### src/rtl/iapn_pkg.sv
// Purpose: Shared constants and carriers for the interrupt acknowledge and nesting block
// Assumes: 32-bit AXI4-Lite register access, 100 MHz CPU clock
// Notes:   Offsets are byte addresses of aligned 32-bit words
package iapn_pkg;
  // Register byte offsets
  localparam logic [7:0] OFS_REQ     = 8'h00; // Pending flags, write 1 clears
  localparam logic [7:0] OFS_BLOCK   = 8'h04; // Per-source block flags
  localparam logic [7:0] OFS_LVL_LO  = 8'h08; // Level select, low bits
  localparam logic [7:0] OFS_LVL_HI  = 8'h0c; // Level select, high bits
  localparam logic [7:0] OFS_PSW     = 8'h10; // Status word accept/in-service bits
  localparam logic [7:0] OFS_STATUS  = 8'h14; // Read-only sequencer state
  localparam logic [7:0] OFS_REQ_SET = 8'h18; // Write 1 raises a request
  // Status word bit positions and reset value
  localparam int unsigned  PSW_IE    = 7;
  localparam int unsigned  PSW_IN_SERVICE_LEVEL_HIGH  = 2;
  localparam int unsigned  PSW_IN_SERVICE_LEVEL_LOW  = 1;
  localparam logic [7:0]   PSW_RESET = 8'h06;
  localparam logic [1:0]   ISP_IDLE  = 2'h3; // Nothing in service
  localparam logic [1:0]   LVL_TOP   = 2'h0; // Highest programmable level
  // Vector addresses
  localparam logic [19:0]  BRK_VEC_ADDR = 20'h0007e; // Table word at 7E/7F
  localparam logic [19:0]  VEC_BASE     = 20'h00004; // First maskable entry
  localparam int unsigned  VEC_STRIDE   = 2;         // Bytes per table entry
  // Latency figures in CPU clocks
  localparam int unsigned  CLK_PERIOD_NS = 10;
  localparam int unsigned  LAT_MIN_CLK   = 9;
  localparam int unsigned  LAT_MAX_CLK   = 16;
  localparam int unsigned  SEQ_CLK       = 3;  // Take to vector load, no stall
  localparam logic [3:0]   TAKE_AGE      = 4'(LAT_MIN_CLK - SEQ_CLK);
  localparam logic [3:0]   AGE_SAT       = 4'hf;
  // Bus responses
  localparam logic [1:0]   RESP_OKAY   = 2'h0;
  localparam logic [1:0]   RESP_SLVERR = 2'h2;
  // Sequencer phases
  typedef enum logic [1:0] {PH_IDLE, PH_PUSH_PSW, PH_PUSH_PC, PH_VECTOR} iapn_phase_e;
  // From the CPU instruction sequencer and stack logic
  typedef struct packed {
    logic        instr_done;            // Instruction boundary pulse
    logic        holds_pending;         // Finishing instruction defers taking
    logic        in_internal_ram;       // Fetching from internal RAM
    logic        break_instruction;     // Break executes (pulse)
    logic        return_maskable_instr; // Maskable return, with its instr_done
    logic        return_break_instr;    // Break return, with its instr_done
    logic        set_accept_instr;      // Enable instruction
    logic        clear_accept_instr;    // Disable instruction
    logic [7:0]  popped_psw;            // Status word popped by a return
    logic [7:0]  psw_other;             // Remaining status word bits
    logic [19:0] resume_pc;             // Address to resume at
    logic        push_ready;            // Stack takes a word
  } iapn_cpu_in_s;
  // To the CPU
  typedef struct packed {
    logic        servicing;       // Acknowledge sequence running
    logic        push_valid;      // Word offered to the stack
    logic        push_is_psw;     // Offered word is the status word
    logic [19:0] push_data;       // Offered word
    logic        pc_load;         // Load PC from table entry (pulse)
    logic [19:0] pc_load_addr;    // Table entry address
    logic [7:0]  cpu_status_word; // Live status word
  } iapn_cpu_out_s;
endpackage
### src/rtl/iapn_ctrl.sv
// Purpose: Maskable request acknowledgment, priority nesting and break handling
// Assumes: Edge detection of request sources is done outside; CPU stalls during the sequence
// Notes:   Registers on AXI4-Lite; one acknowledge sequence at a time
//
// Operation
// - Eligible only with flag set, block clear
// - Take only with accept enable, priority allowing
// - Vector load 9 to 16 clocks after request
// - Upper bound waived running from internal RAM
// - Best level first, then default order
// - Refused requests stay pending, taken when allowed
// - Push status, push PC, clear enable, vector
// - Maskable return restores PC and status word
// - Break instruction always taken, never masked
// - Break pushes, clears enable, vectors to 7E
// - Break handler leaves with break return only
// - Nest only strictly higher priority requests
// - Level 0 service still nests level 0
// - Refused by enable or priority stays pending
// - One interrupted instruction runs before pending taken
// - In-service field encodes levels, 11 idle
// - Two-bit setting 00 highest, 11 lowest
// - During break service any enabled level nests
// - In-service loaded with setting minus one
//
// The register offsets and the AXI4-Lite slave port were chosen for this implementation.
module iapn_ctrl #(
  parameter int unsigned N_SRC     = 16, // Number of maskable sources
  parameter int unsigned NEST_MAX  = 8   // Depth of nesting record
) (
  // Clock and reset
  input  wire  logic                   aclk,
  input  wire  logic                   aresetn,
  // AXI4-Lite write address and data
  input  wire  logic                   s_axi_awvalid,
  output logic                         s_axi_awready,
  input  wire  logic [7:0]             s_axi_awaddr,
  input  wire  logic                   s_axi_wvalid,
  output logic                         s_axi_wready,
  input  wire  logic [31:0]            s_axi_wdata,
  input  wire  logic [3:0]             s_axi_wstrb,
  // AXI4-Lite write response
  output logic                         s_axi_bvalid,
  input  wire  logic                   s_axi_bready,
  output logic [1:0]                   s_axi_bresp,
  // AXI4-Lite read
  input  wire  logic                   s_axi_arvalid,
  output logic                         s_axi_arready,
  input  wire  logic [7:0]             s_axi_araddr,
  output logic                         s_axi_rvalid,
  input  wire  logic                   s_axi_rready,
  output logic [31:0]                  s_axi_rdata,
  output logic [1:0]                   s_axi_rresp,
  // Request events from sources
  input  wire  logic [N_SRC-1:0]       req_event,
  // CPU sequencer and stack
  input  wire  iapn_pkg::iapn_cpu_in_s cpu_i,
  output iapn_pkg::iapn_cpu_out_s      cpu_o
);
  import iapn_pkg::*;

  localparam int unsigned IW = (N_SRC > 1) ? $clog2(N_SRC) : 1; // Source index width
  localparam int unsigned DW = $clog2(NEST_MAX + 1);             // Nesting count width

  // Whole module state
  typedef struct packed {
    logic [N_SRC-1:0]       req;        // Pending flags
    logic [N_SRC-1:0]       block;      // Block flags
    logic [N_SRC-1:0]       lvl_lo;     // Level select low bits
    logic [N_SRC-1:0]       lvl_hi;     // Level select high bits
    logic [N_SRC-1:0][3:0]  age;        // Clocks since each flag rose
    logic                   ie;         // Global accept enable
    logic [1:0]             isp;        // In-service level field
    logic                   hold;       // One instruction must run first
    logic [NEST_MAX-1:0]    kind;       // Nesting record, 1 = break
    logic [DW-1:0]          depth;      // Handlers entered
    iapn_phase_e            phase;      // Sequencer phase
    logic                   cur_brk;    // Current sequence is a break
    logic [IW-1:0]          cur_src;    // Source being acknowledged
    logic [19:0]            push_word;  // Word offered to the stack
    logic [19:0]            resume_pc;  // PC held for the second push
    logic [19:0]            vec_addr;   // Vector entry address
    logic                   aw_got;     // Write address latched
    logic                   w_got;      // Write data latched
    logic [7:0]             awaddr;     // Latched write address
    logic [31:0]            wdata;      // Latched write data
    logic                   bvalid;     // Write response pending
    logic [1:0]             bresp;      // Write response code
    logic                   rvalid;     // Read data pending
    logic [31:0]            rdata;      // Read data
    logic [1:0]             rresp;      // Read response code
  } iapn_state_s;

  iapn_state_s s;      // Registered state
  iapn_state_s next_s; // Next state

  // Level of a source from its two select bits
  function automatic logic [1:0] lvl_of(input iapn_state_s st, input int unsigned i);
    lvl_of = {st.lvl_hi[i], st.lvl_lo[i]};
  endfunction

  // Level allowed against the in-service field: 00 admits only level 0
  function automatic logic lvl_ok(input logic [1:0] lvl, input logic [1:0] isp);
    lvl_ok = (lvl <= isp);
  endfunction

  // In-service field loaded on acknowledge
  function automatic logic [1:0] isp_from(input logic [1:0] lvl);
    isp_from = (lvl == LVL_TOP) ? LVL_TOP : lvl - 2'h1;
  endfunction

  // Status word assembled from held and CPU bits
  function automatic logic [7:0] psw_pack(input logic ie, input logic [1:0] isp,
                                          input logic [7:0] oth);
    psw_pack           = oth;
    psw_pack[PSW_IE]   = ie;
    psw_pack[PSW_IN_SERVICE_LEVEL_HIGH] = isp[1];
    psw_pack[PSW_IN_SERVICE_LEVEL_LOW] = isp[0];
  endfunction

  // Arbitration results
  logic [N_SRC-1:0] elig;     // Eligible and old enough
  logic             win_any;  // Some source eligible
  logic [IW-1:0]    win;      // Winning source
  logic [1:0]       win_lvl;  // Winner level
  logic             top_brk;  // Innermost handler is a break
  logic             take_m;   // Maskable acknowledge this cycle
  logic             take_b;   // Break acknowledge this cycle
  logic             wr_fire;  // Bus write performed
  logic             rd_fire;  // Bus read accepted

  // Eligibility and priority pick; scanning downward lets lower index win ties
  always_comb begin
    win_any = 1'b0;
    win     = '0;
    win_lvl = ISP_IDLE;
    for (int unsigned i = 0; i < N_SRC; i++) begin
      elig[i] = s.req[i] && !s.block[i] && (s.age[i] >= TAKE_AGE);
    end
    for (int i = N_SRC - 1; i >= 0; i--) begin
      if (elig[i] && (!win_any || lvl_of(s, i) <= win_lvl)) begin
        win_any = 1'b1;
        win     = IW'(i);
        win_lvl = lvl_of(s, i);
      end
    end
  end

  // Acknowledge decision at an instruction boundary
  always_comb begin
    top_brk = (s.depth != '0) && s.kind[0];
    take_b  = (s.phase == PH_IDLE) && cpu_i.break_instruction;
    // Refused requests simply stay in req until this holds
    // Upper latency bound rests on the CPU boundary rate, waived from internal RAM
    // A return's own boundary never takes, or its pop and restore would be lost
    take_m  = (s.phase == PH_IDLE) && !take_b && cpu_i.instr_done &&
              !cpu_i.return_maskable_instr && !cpu_i.return_break_instr &&
              !cpu_i.holds_pending && !s.hold && win_any && s.ie &&
              (top_brk || lvl_ok(win_lvl, s.isp));
    wr_fire = s.aw_got && s.w_got && !s.bvalid;
    rd_fire = s_axi_arvalid && !s.rvalid;
  end

  // Next-state logic
  always_comb begin
    next_s = s;
    // Request ages: restart while clear, saturate while pending
    for (int unsigned i = 0; i < N_SRC; i++) begin
      if (!s.req[i]) begin
        next_s.age[i] = '0;
      end else if (s.age[i] != AGE_SAT) begin
        next_s.age[i] = s.age[i] + 4'h1;
      end
    end
    // Bus write channel: address and data in either order
    if (s_axi_awvalid && !s.aw_got) begin
      next_s.aw_got = 1'b1;
      next_s.awaddr = s_axi_awaddr;
    end
    if (s_axi_wvalid && !s.w_got) begin
      next_s.w_got = 1'b1;
      next_s.wdata = s_axi_wdata;
    end
    if (s.bvalid && s_axi_bready) begin
      next_s.bvalid = 1'b0;
    end
    // Register writes; whole-word only, partial strobes still write low lanes
    if (wr_fire) begin
      next_s.aw_got = 1'b0;
      next_s.w_got  = 1'b0;
      next_s.bvalid = 1'b1;
      next_s.bresp  = RESP_OKAY;
      unique case ({s.awaddr[7:2], 2'b00})
        OFS_REQ:     next_s.req    = s.req & ~s.wdata[N_SRC-1:0];
        OFS_REQ_SET: next_s.req    = s.req | s.wdata[N_SRC-1:0];
        OFS_BLOCK:   next_s.block  = s.wdata[N_SRC-1:0];
        OFS_LVL_LO:  next_s.lvl_lo = s.wdata[N_SRC-1:0];
        OFS_LVL_HI:  next_s.lvl_hi = s.wdata[N_SRC-1:0];
        OFS_PSW: begin
          next_s.ie  = s.wdata[PSW_IE];
          next_s.isp = {s.wdata[PSW_IN_SERVICE_LEVEL_HIGH], s.wdata[PSW_IN_SERVICE_LEVEL_LOW]};
        end
        OFS_STATUS:  next_s.bresp  = RESP_OKAY; // Read-only, write ignored
        default:     next_s.bresp  = RESP_SLVERR; // Unmapped
      endcase
    end
    // Bus read channel
    if (s.rvalid && s_axi_rready) begin
      next_s.rvalid = 1'b0;
    end
    if (rd_fire) begin
      next_s.rvalid = 1'b1;
      next_s.rresp  = RESP_OKAY;
      next_s.rdata  = '0;
      unique case ({s_axi_araddr[7:2], 2'b00})
        OFS_REQ:     next_s.rdata[N_SRC-1:0] = s.req;
        OFS_REQ_SET: next_s.rdata[N_SRC-1:0] = s.req;
        OFS_BLOCK:   next_s.rdata[N_SRC-1:0] = s.block;
        OFS_LVL_LO:  next_s.rdata[N_SRC-1:0] = s.lvl_lo;
        OFS_LVL_HI:  next_s.rdata[N_SRC-1:0] = s.lvl_hi;
        OFS_PSW:     next_s.rdata[7:0]       = psw_pack(s.ie, s.isp, '0);
        OFS_STATUS:  next_s.rdata = 32'({s.hold, s.depth, s.cur_src, s.phase});
        default:     next_s.rresp = RESP_SLVERR; // Unmapped reads as zero
      endcase
    end
    // Enable and disable instructions
    if (cpu_i.set_accept_instr) begin
      next_s.ie = 1'b1;
    end else if (cpu_i.clear_accept_instr) begin
      next_s.ie = 1'b0;
    end
    // Returns restore status bits and defer the next take by one instruction
    if (cpu_i.return_maskable_instr || cpu_i.return_break_instr) begin
      next_s.ie   = cpu_i.popped_psw[PSW_IE];
      next_s.isp  = {cpu_i.popped_psw[PSW_IN_SERVICE_LEVEL_HIGH], cpu_i.popped_psw[PSW_IN_SERVICE_LEVEL_LOW]};
      next_s.hold = 1'b1;
      if (s.depth != '0) begin
        next_s.kind  = s.kind >> 1;
        next_s.depth = s.depth - DW'(1);
      end
    end else if (cpu_i.instr_done) begin
      next_s.hold = 1'b0;
    end
    // Sequencer
    unique case (s.phase)
      PH_IDLE: begin
        if (take_b || take_m) begin
          next_s.phase     = PH_PUSH_PSW;
          next_s.cur_brk   = take_b;
          next_s.push_word = 20'(psw_pack(s.ie, s.isp, cpu_i.psw_other));
          next_s.resume_pc = cpu_i.resume_pc;
          next_s.ie        = 1'b0;
          next_s.kind      = {s.kind[NEST_MAX-2:0], take_b};
          if (s.depth != DW'(NEST_MAX)) begin
            next_s.depth = s.depth + DW'(1);
          end
          if (take_b) begin
            next_s.vec_addr = BRK_VEC_ADDR;
          end else begin
            next_s.cur_src  = win;
            next_s.isp      = isp_from(win_lvl);
            next_s.vec_addr = VEC_BASE + 20'(VEC_STRIDE * win);
          end
        end
      end
      PH_PUSH_PSW: begin
        if (cpu_i.push_ready) begin
          next_s.phase     = PH_PUSH_PC;
          next_s.push_word = s.resume_pc;
        end
      end
      PH_PUSH_PC: begin
        if (cpu_i.push_ready) begin
          next_s.phase = PH_VECTOR;
        end
      end
      PH_VECTOR: begin
        next_s.phase = PH_IDLE;
      end
    endcase
    // Taken flag cleared, new events set and win over any clear
    if (take_m) begin
      next_s.req[win] = 1'b0;
    end
    next_s.req = next_s.req | req_event;
  end

  // State register
  always_ff @(posedge aclk) begin
    if (!aresetn) begin
      s        <= '0;
      s.block  <= '1;
      s.lvl_lo <= '1;
      s.lvl_hi <= '1;
      s.ie     <= PSW_RESET[PSW_IE];
      s.isp    <= {PSW_RESET[PSW_IN_SERVICE_LEVEL_HIGH], PSW_RESET[PSW_IN_SERVICE_LEVEL_LOW]};
      s.phase  <= PH_IDLE;
    end else begin
      s <= next_s;
    end
  end

  // Port drive
  always_comb begin
    s_axi_awready         = !s.aw_got;
    s_axi_wready          = !s.w_got;
    s_axi_bvalid          = s.bvalid;
    s_axi_bresp           = s.bresp;
    s_axi_arready         = !s.rvalid;
    s_axi_rvalid          = s.rvalid;
    s_axi_rdata           = s.rdata;
    s_axi_rresp           = s.rresp;
    cpu_o.servicing       = (s.phase != PH_IDLE);
    cpu_o.push_valid      = (s.phase == PH_PUSH_PSW) || (s.phase == PH_PUSH_PC);
    cpu_o.push_is_psw     = (s.phase == PH_PUSH_PSW);
    cpu_o.push_data       = s.push_word;
    cpu_o.pc_load         = (s.phase == PH_VECTOR);
    cpu_o.pc_load_addr    = s.vec_addr;
    cpu_o.cpu_status_word = psw_pack(s.ie, s.isp, cpu_i.psw_other);
  end

  // Helper: a strictly better eligible source than the winner exists
  logic better;
  always_comb begin
    better = 1'b0;
    for (int unsigned j = 0; j < N_SRC; j++) begin
      if (elig[j] && ((lvl_of(s, j) < win_lvl) || (lvl_of(s, j) == win_lvl && j < win))) begin
        better = 1'b1;
      end
    end
  end

  property p_eligible;
    @(posedge aclk) disable iff (!aresetn)
      take_m |-> (s.req[win] && !s.block[win]);
  endproperty
  a_eligible: assert property (p_eligible) else $error("taken source not eligible");

  property p_enable;
    @(posedge aclk) disable iff (!aresetn)
      take_m |-> s.ie ##1 (!s.ie && s.phase == PH_PUSH_PSW);
  endproperty
  a_enable: assert property (p_enable) else $error("take without enable or no clear");

  property p_min_lat;
    @(posedge aclk) disable iff (!aresetn)
      take_m |-> (s.age[win] >= 4'(LAT_MIN_CLK - SEQ_CLK)) ##1 cpu_o.push_valid[*1] ##1 1'b1;
  endproperty
  a_min_lat: assert property (p_min_lat) else $error("vector load too early");

  property p_best;
    @(posedge aclk) disable iff (!aresetn)
      take_m |-> !better;
  endproperty
  a_best: assert property (p_best) else $error("better request was passed over");

  property p_isp_load;
    @(posedge aclk) disable iff (!aresetn)
      take_m |=> (s.isp == isp_from($past(win_lvl)));
  endproperty
  a_isp_load: assert property (p_isp_load) else $error("in-service field wrong");

  property p_break;
    @(posedge aclk) disable iff (!aresetn)
      take_b |=> (s.cur_brk && !s.ie && s.vec_addr == BRK_VEC_ADDR);
  endproperty
  a_break: assert property (p_break) else $error("break not acknowledged");

  property p_nest;
    @(posedge aclk) disable iff (!aresetn)
      (take_m && s.depth != '0 && !top_brk) |-> (win_lvl <= s.isp);
  endproperty
  a_nest: assert property (p_nest) else $error("nested lower priority request");

  property p_pending;
    @(posedge aclk) disable iff (!aresetn)
      (s.req[win] && !take_m && !wr_fire) |=> s.req[$past(win)];
  endproperty
  a_pending: assert property (p_pending) else $error("refused request was lost");

  property p_after_ret;
    @(posedge aclk) disable iff (!aresetn)
      (cpu_i.return_maskable_instr || cpu_i.return_break_instr) |-> !take_m ##1 !take_m;
  endproperty
  a_after_ret: assert property (p_after_ret) else $error("taken right after return");
endmodule

### config.mk
export PLATFORM = sky130hd
export DESIGN_NAME = iapn_ctrl
export DESIGN_NICKNAME = d
export VERILOG_FILES = /design/src/rtl/iapn_pkg.sv /design/src/rtl/iapn_ctrl.sv
export SDC_FILE = /design/constraint.sdc
export NUM_CORES = 1
export LEC_CHECK = 0
export ABC_CLOCK_PERIOD_IN_PS = 39900
export BUFFER_PORTS_ARGS = -buffer_cell sky130_fd_sc_hd__buf_2
export CAP_MARGIN = 15
export CORE_MARGIN = 1.5
export CORE_UTILIZATION = 55
export DETAILED_ROUTE_END_ITERATION = 7
export HOLD_SLACK_MARGIN = 0.15
export PLACE_DENSITY_LB_ADDON = 0.15
export SYNTH_ARGS = -nofsm -noshare
export SYNTH_HDL_FRONTEND = slang
export SYNTH_SLANG_ARGS = --single-unit
### constraint.sdc
create_clock -name aclk -period 39.9 [get_ports aclk]
set_input_delay 5.985 -clock aclk [delete_from_list [all_inputs] [get_ports aclk]]
set_output_delay 5.985 -clock aclk [all_outputs]
set_load 0.005 [all_outputs]
==> flow_summary_export.csv <==
group,metric,value,unit
yosys,yosysTopAreaCellShare,36.0,%
routing,drtIter0Drc,1006,
worst_setup_path,cp-start-kind,"flop",
cts,numCtsBuffers,28,
worst_setup_path,endpoint_kind,"flop",
yosys,synthFlopType,"dfxtp_1",
sta,setup_viol_count_final,0,
run_status,outcome,"finished, final reports clean",
routing,drc,0,
sta,hold_violations,0,
place,place_area,13800,µm²
routing,vias_per_cell,5.81,
worst_setup_path,crit_family,"compound AO/OA/AOI/OAI gates",
worst_setup_path,critPathArrivalTime,23.84,ns
cts,clock_latency,0.57,ns
cts,clock_sinks,240,
power_and_ir_drop,vdd_drop_max,0.0000465,V
floorplan,die_x,159,µm
worst_setup_path,max_stage_delay,0.52,ns
power_and_ir_drop,leakagePower,6.23,nW
place,hpwl,26000,µm
worst_setup_path,critical_path_required,40.41,ns
place,io_buffers,147,
worst_setup_path,cp_max_fo,27,
sta,fin_skew,0.0264,ns
worst_setup_path,worstRegToRegCells,109,
worst_setup_path,path_depth,109,
yosys,synth_seq_cells,240,
layout,drive_gt1_share,14.1,%
sta,drv_slew,0,
routing,vias,11900,
yosys,synth_edf_count,0,
worst_setup_path,r2r_start,"s[223]",
yosys,synth.distinct_cells,78,
place,dp.cells,1999,
routing,antenna_left,0,
worst_hold_path,hold_class,"flop to flop",
global_routing,grt_pass1_vias,10800,
worst_setup_path,slowest_stage,"a41oi_2",
worst_hold_path,whs_path_depth,2,
yosys,synth_area_leaders,"dfxtp_1 (36%), nand2_1 (7.8%), ha_1 (6.8%)",
floorplan,die_y,159,µm
job,maxCapViolations,0,
sta,rsz0062_at_grt,"no",
worst_setup_path,critPathBufInv,8,
yosys,synth_async_sr_flop_share,0,%
global_routing,globalRoute.totalOverflow,0,
cts,cts_tree,"yes",
yosys,yosysSeqAreaShare,36.0,%
yosys,synthCells,1647,
power_and_ir_drop,power_density,43.1,nW/µm²
sta,slew_headroom,24.6,%
routing,routedWlPerCell,17.5,µm
cts,clkTransAtPathRegs,0.06,ns
floorplan,rows,56,
global_routing,grt_max_degree,71,
layout,postLayoutCellArea,14700,µm²
cts,postCtsHoldBufs,0,
floorplan,core_area,23600,µm²
cts,cts_resized,0,
floorplan,die_area,25200,µm²
cts,htree_num_levels,1,
layout,nNetsFinal,1902,
sta,fmax,0.0429,GHz
sta,fin_crit,23.33,ns
yosys,syn_area,13300,µm²
power_and_ir_drop,finalPower,0.634,mW
routing,drt_pass1_iterations,6,
global_routing,grt_use_total,27.7,%
yosys,synth_warnings,0,
worst_hold_path,holdCritStartpoint,"s_axi_rresp[1]",
cts,clockRootBuffer,"clkbuf_16",
cts,cts_buffer_depth,3,
sta,fin_tns_setup,0,ns
yosys,syn_area_per_cell,8.10,µm²
layout,final_cells,2051,
routing,routed_wl,35900,µm
yosys,yosysTopAreaCell,"dfxtp_1",
worst_setup_path,crit_type,"flop to flop",
worst_setup_path,crit_top_cell,"ha_1",
floorplan,initial_core_util,56.5,%
cts,post_cts_buffers,0,
global_routing,grt_antenna_before_repair,4,
global_routing,grt_pass1_wl,57100,µm
sta,min_period_over_period,58.5,%
layout,synthToLayoutAreaGrowth,10.4,%
sta,worst_pin_slew,1.13,ns
place,gp_congestion,0.944,
worst_setup_path,startpoint,"s[223]",
floorplan,io_pins,213,
path summary, 6_finish.rpt:
kind	to	slack, ns
setup / recovery	cpu_o[30]	16.57
hold / removal	s_axi_rresp[1]	0.46
setup reg to reg	cpu_o[30]	16.57
hold reg to reg	s_axi_rresp[1]	0.46
cells in the mapped netlist (7+ instances only):
cell	count
nand2_1	277
dfxtp_1	240
nor2_1	138
buf_4	85
ha_1	72
nand3_1	72
nor2b_1	65
inv_1	62
clkbuf_1	61
o21ai_0	55
a22oi_1	49
a21oi_1	47
a21boi_0	42
a211oi_1	37
nor3_1	29
o211ai_1	28
a31oi_1	23
o21a_1	22
mux2i_1	20
xnor2_1	18
mux2_2	16
nand2b_1	12
o21ai_1	12
a221o_1	11
o211a_1	10
a221oi_1	9
o22ai_1	9
o31a_1	8
a311oi_1	7
state kept, by name (all words and copies together) (netlist names):
| name | flops |
|---|---|
| cpu_o | 29 |
| s | 191 |
| s_axi_bresp | 1 |
| s_axi_bvalid | 1 |
| s_axi_rdata | 16 |
| s_axi_rresp | 1 |
| s_axi_rvalid | 1 |
cell type report:
type,count,area (µm²)
diodes,4,10.0
fillers,2159,8890
clock buffers,38,798
multi-input cells,1219,7510
inverters,62,233
clock inverters,10,135
flip-flops and latches,240,4800
repair buffers,159,828
well taps,319,399
stage by stage:
stage	setup slack (ns)	hold WS, ns	utilization (%)
after floorplan	20.35	0.432	-
after global routing	14.57	0.482	62.3
final	16.57	0.460	62.3
after CTS	16.93	0.461	62.3
after detailed placement	17.14	0.449	58.3
after global placement	17.28	0.442	58.3
power by group:
| group | switching [mW] | internal [mW] | leakage (nW) |
|---|---|---|---|
| Combinational | 0.0611 | 0.0396 | 3.81 |
| Sequential | 0.0187 | 0.258 | 1.96 |
| Clock | 0.104 | 0.153 | 0.457 |
cells by family after synthesis:
group,share of synthesized area [%]
adder cells (fa/ha/maj),6.75
XOR/XNOR,1.18
other,0.0281
AND/OR/NAND/NOR,21.7
buffers and inverters,8.72
AO/OA/AOI/OAI,22.8
flip-flops,36.0
multiplexers,2.85
routing by layer:
| metal | part of all wire (%) | GRT usage, % |
|---|---|---|
| met1 | 44 | 36.7 |
| met2 | 44 | 44.1 |
| met3 | 8.5 | 6.58 |
| met4 | 3.4 | 9.52 |
| met5 | 0 | 0 |
layout by cell type (no fill, tap or decap), types with 7 or more instances in the layout:
master / netlist / layout
nand2_1: 277 / 277
nor3_1: 29 / 28
a31oi_1: 23 / 23
conb_1: 1 / 32
inv_1: 62 / 62
a21boi_0: 42 / 42
nor2_1: 138 / 138
xnor2_1: 18 / 18
nand2b_1: 12 / 12
nor2b_1: 65 / 65
clkbuf_16: 0 / 28
nand3_1: 72 / 72
o22ai_1: 9 / 9
o21ai_0: 55 / 55
o211ai_1: 28 / 28
o31a_1: 8 / 8
buf_4: 85 / 13
o211a_1: 10 / 10
mux2_2: 16 / 16
a221o_1: 11 / 11
dfxtp_1: 240 / 240
a211oi_1: 37 / 37
a21oi_1: 47 / 46
mux2i_1: 20 / 20
a22oi_1: 49 / 49
o21a_1: 22 / 22
a311oi_1: 7 / 7
ha_1: 72 / 72
a221oi_1: 9 / 9
o21ai_1: 12 / 12
buf_2: 5 / 146
worst reg2reg max path, delay by kind of cell (launching register included):
family	cells	cell delay, ns
muxes	5	1.85
adders and majority gates	17	4.62
DFF	1	0.41
buffers and inverters	8	0.85
and+or+nand+nor	19	3.19
AOI/OAI and AO/OA	60	12.39
No activity file was read; power rests on OpenSTA's default activity.
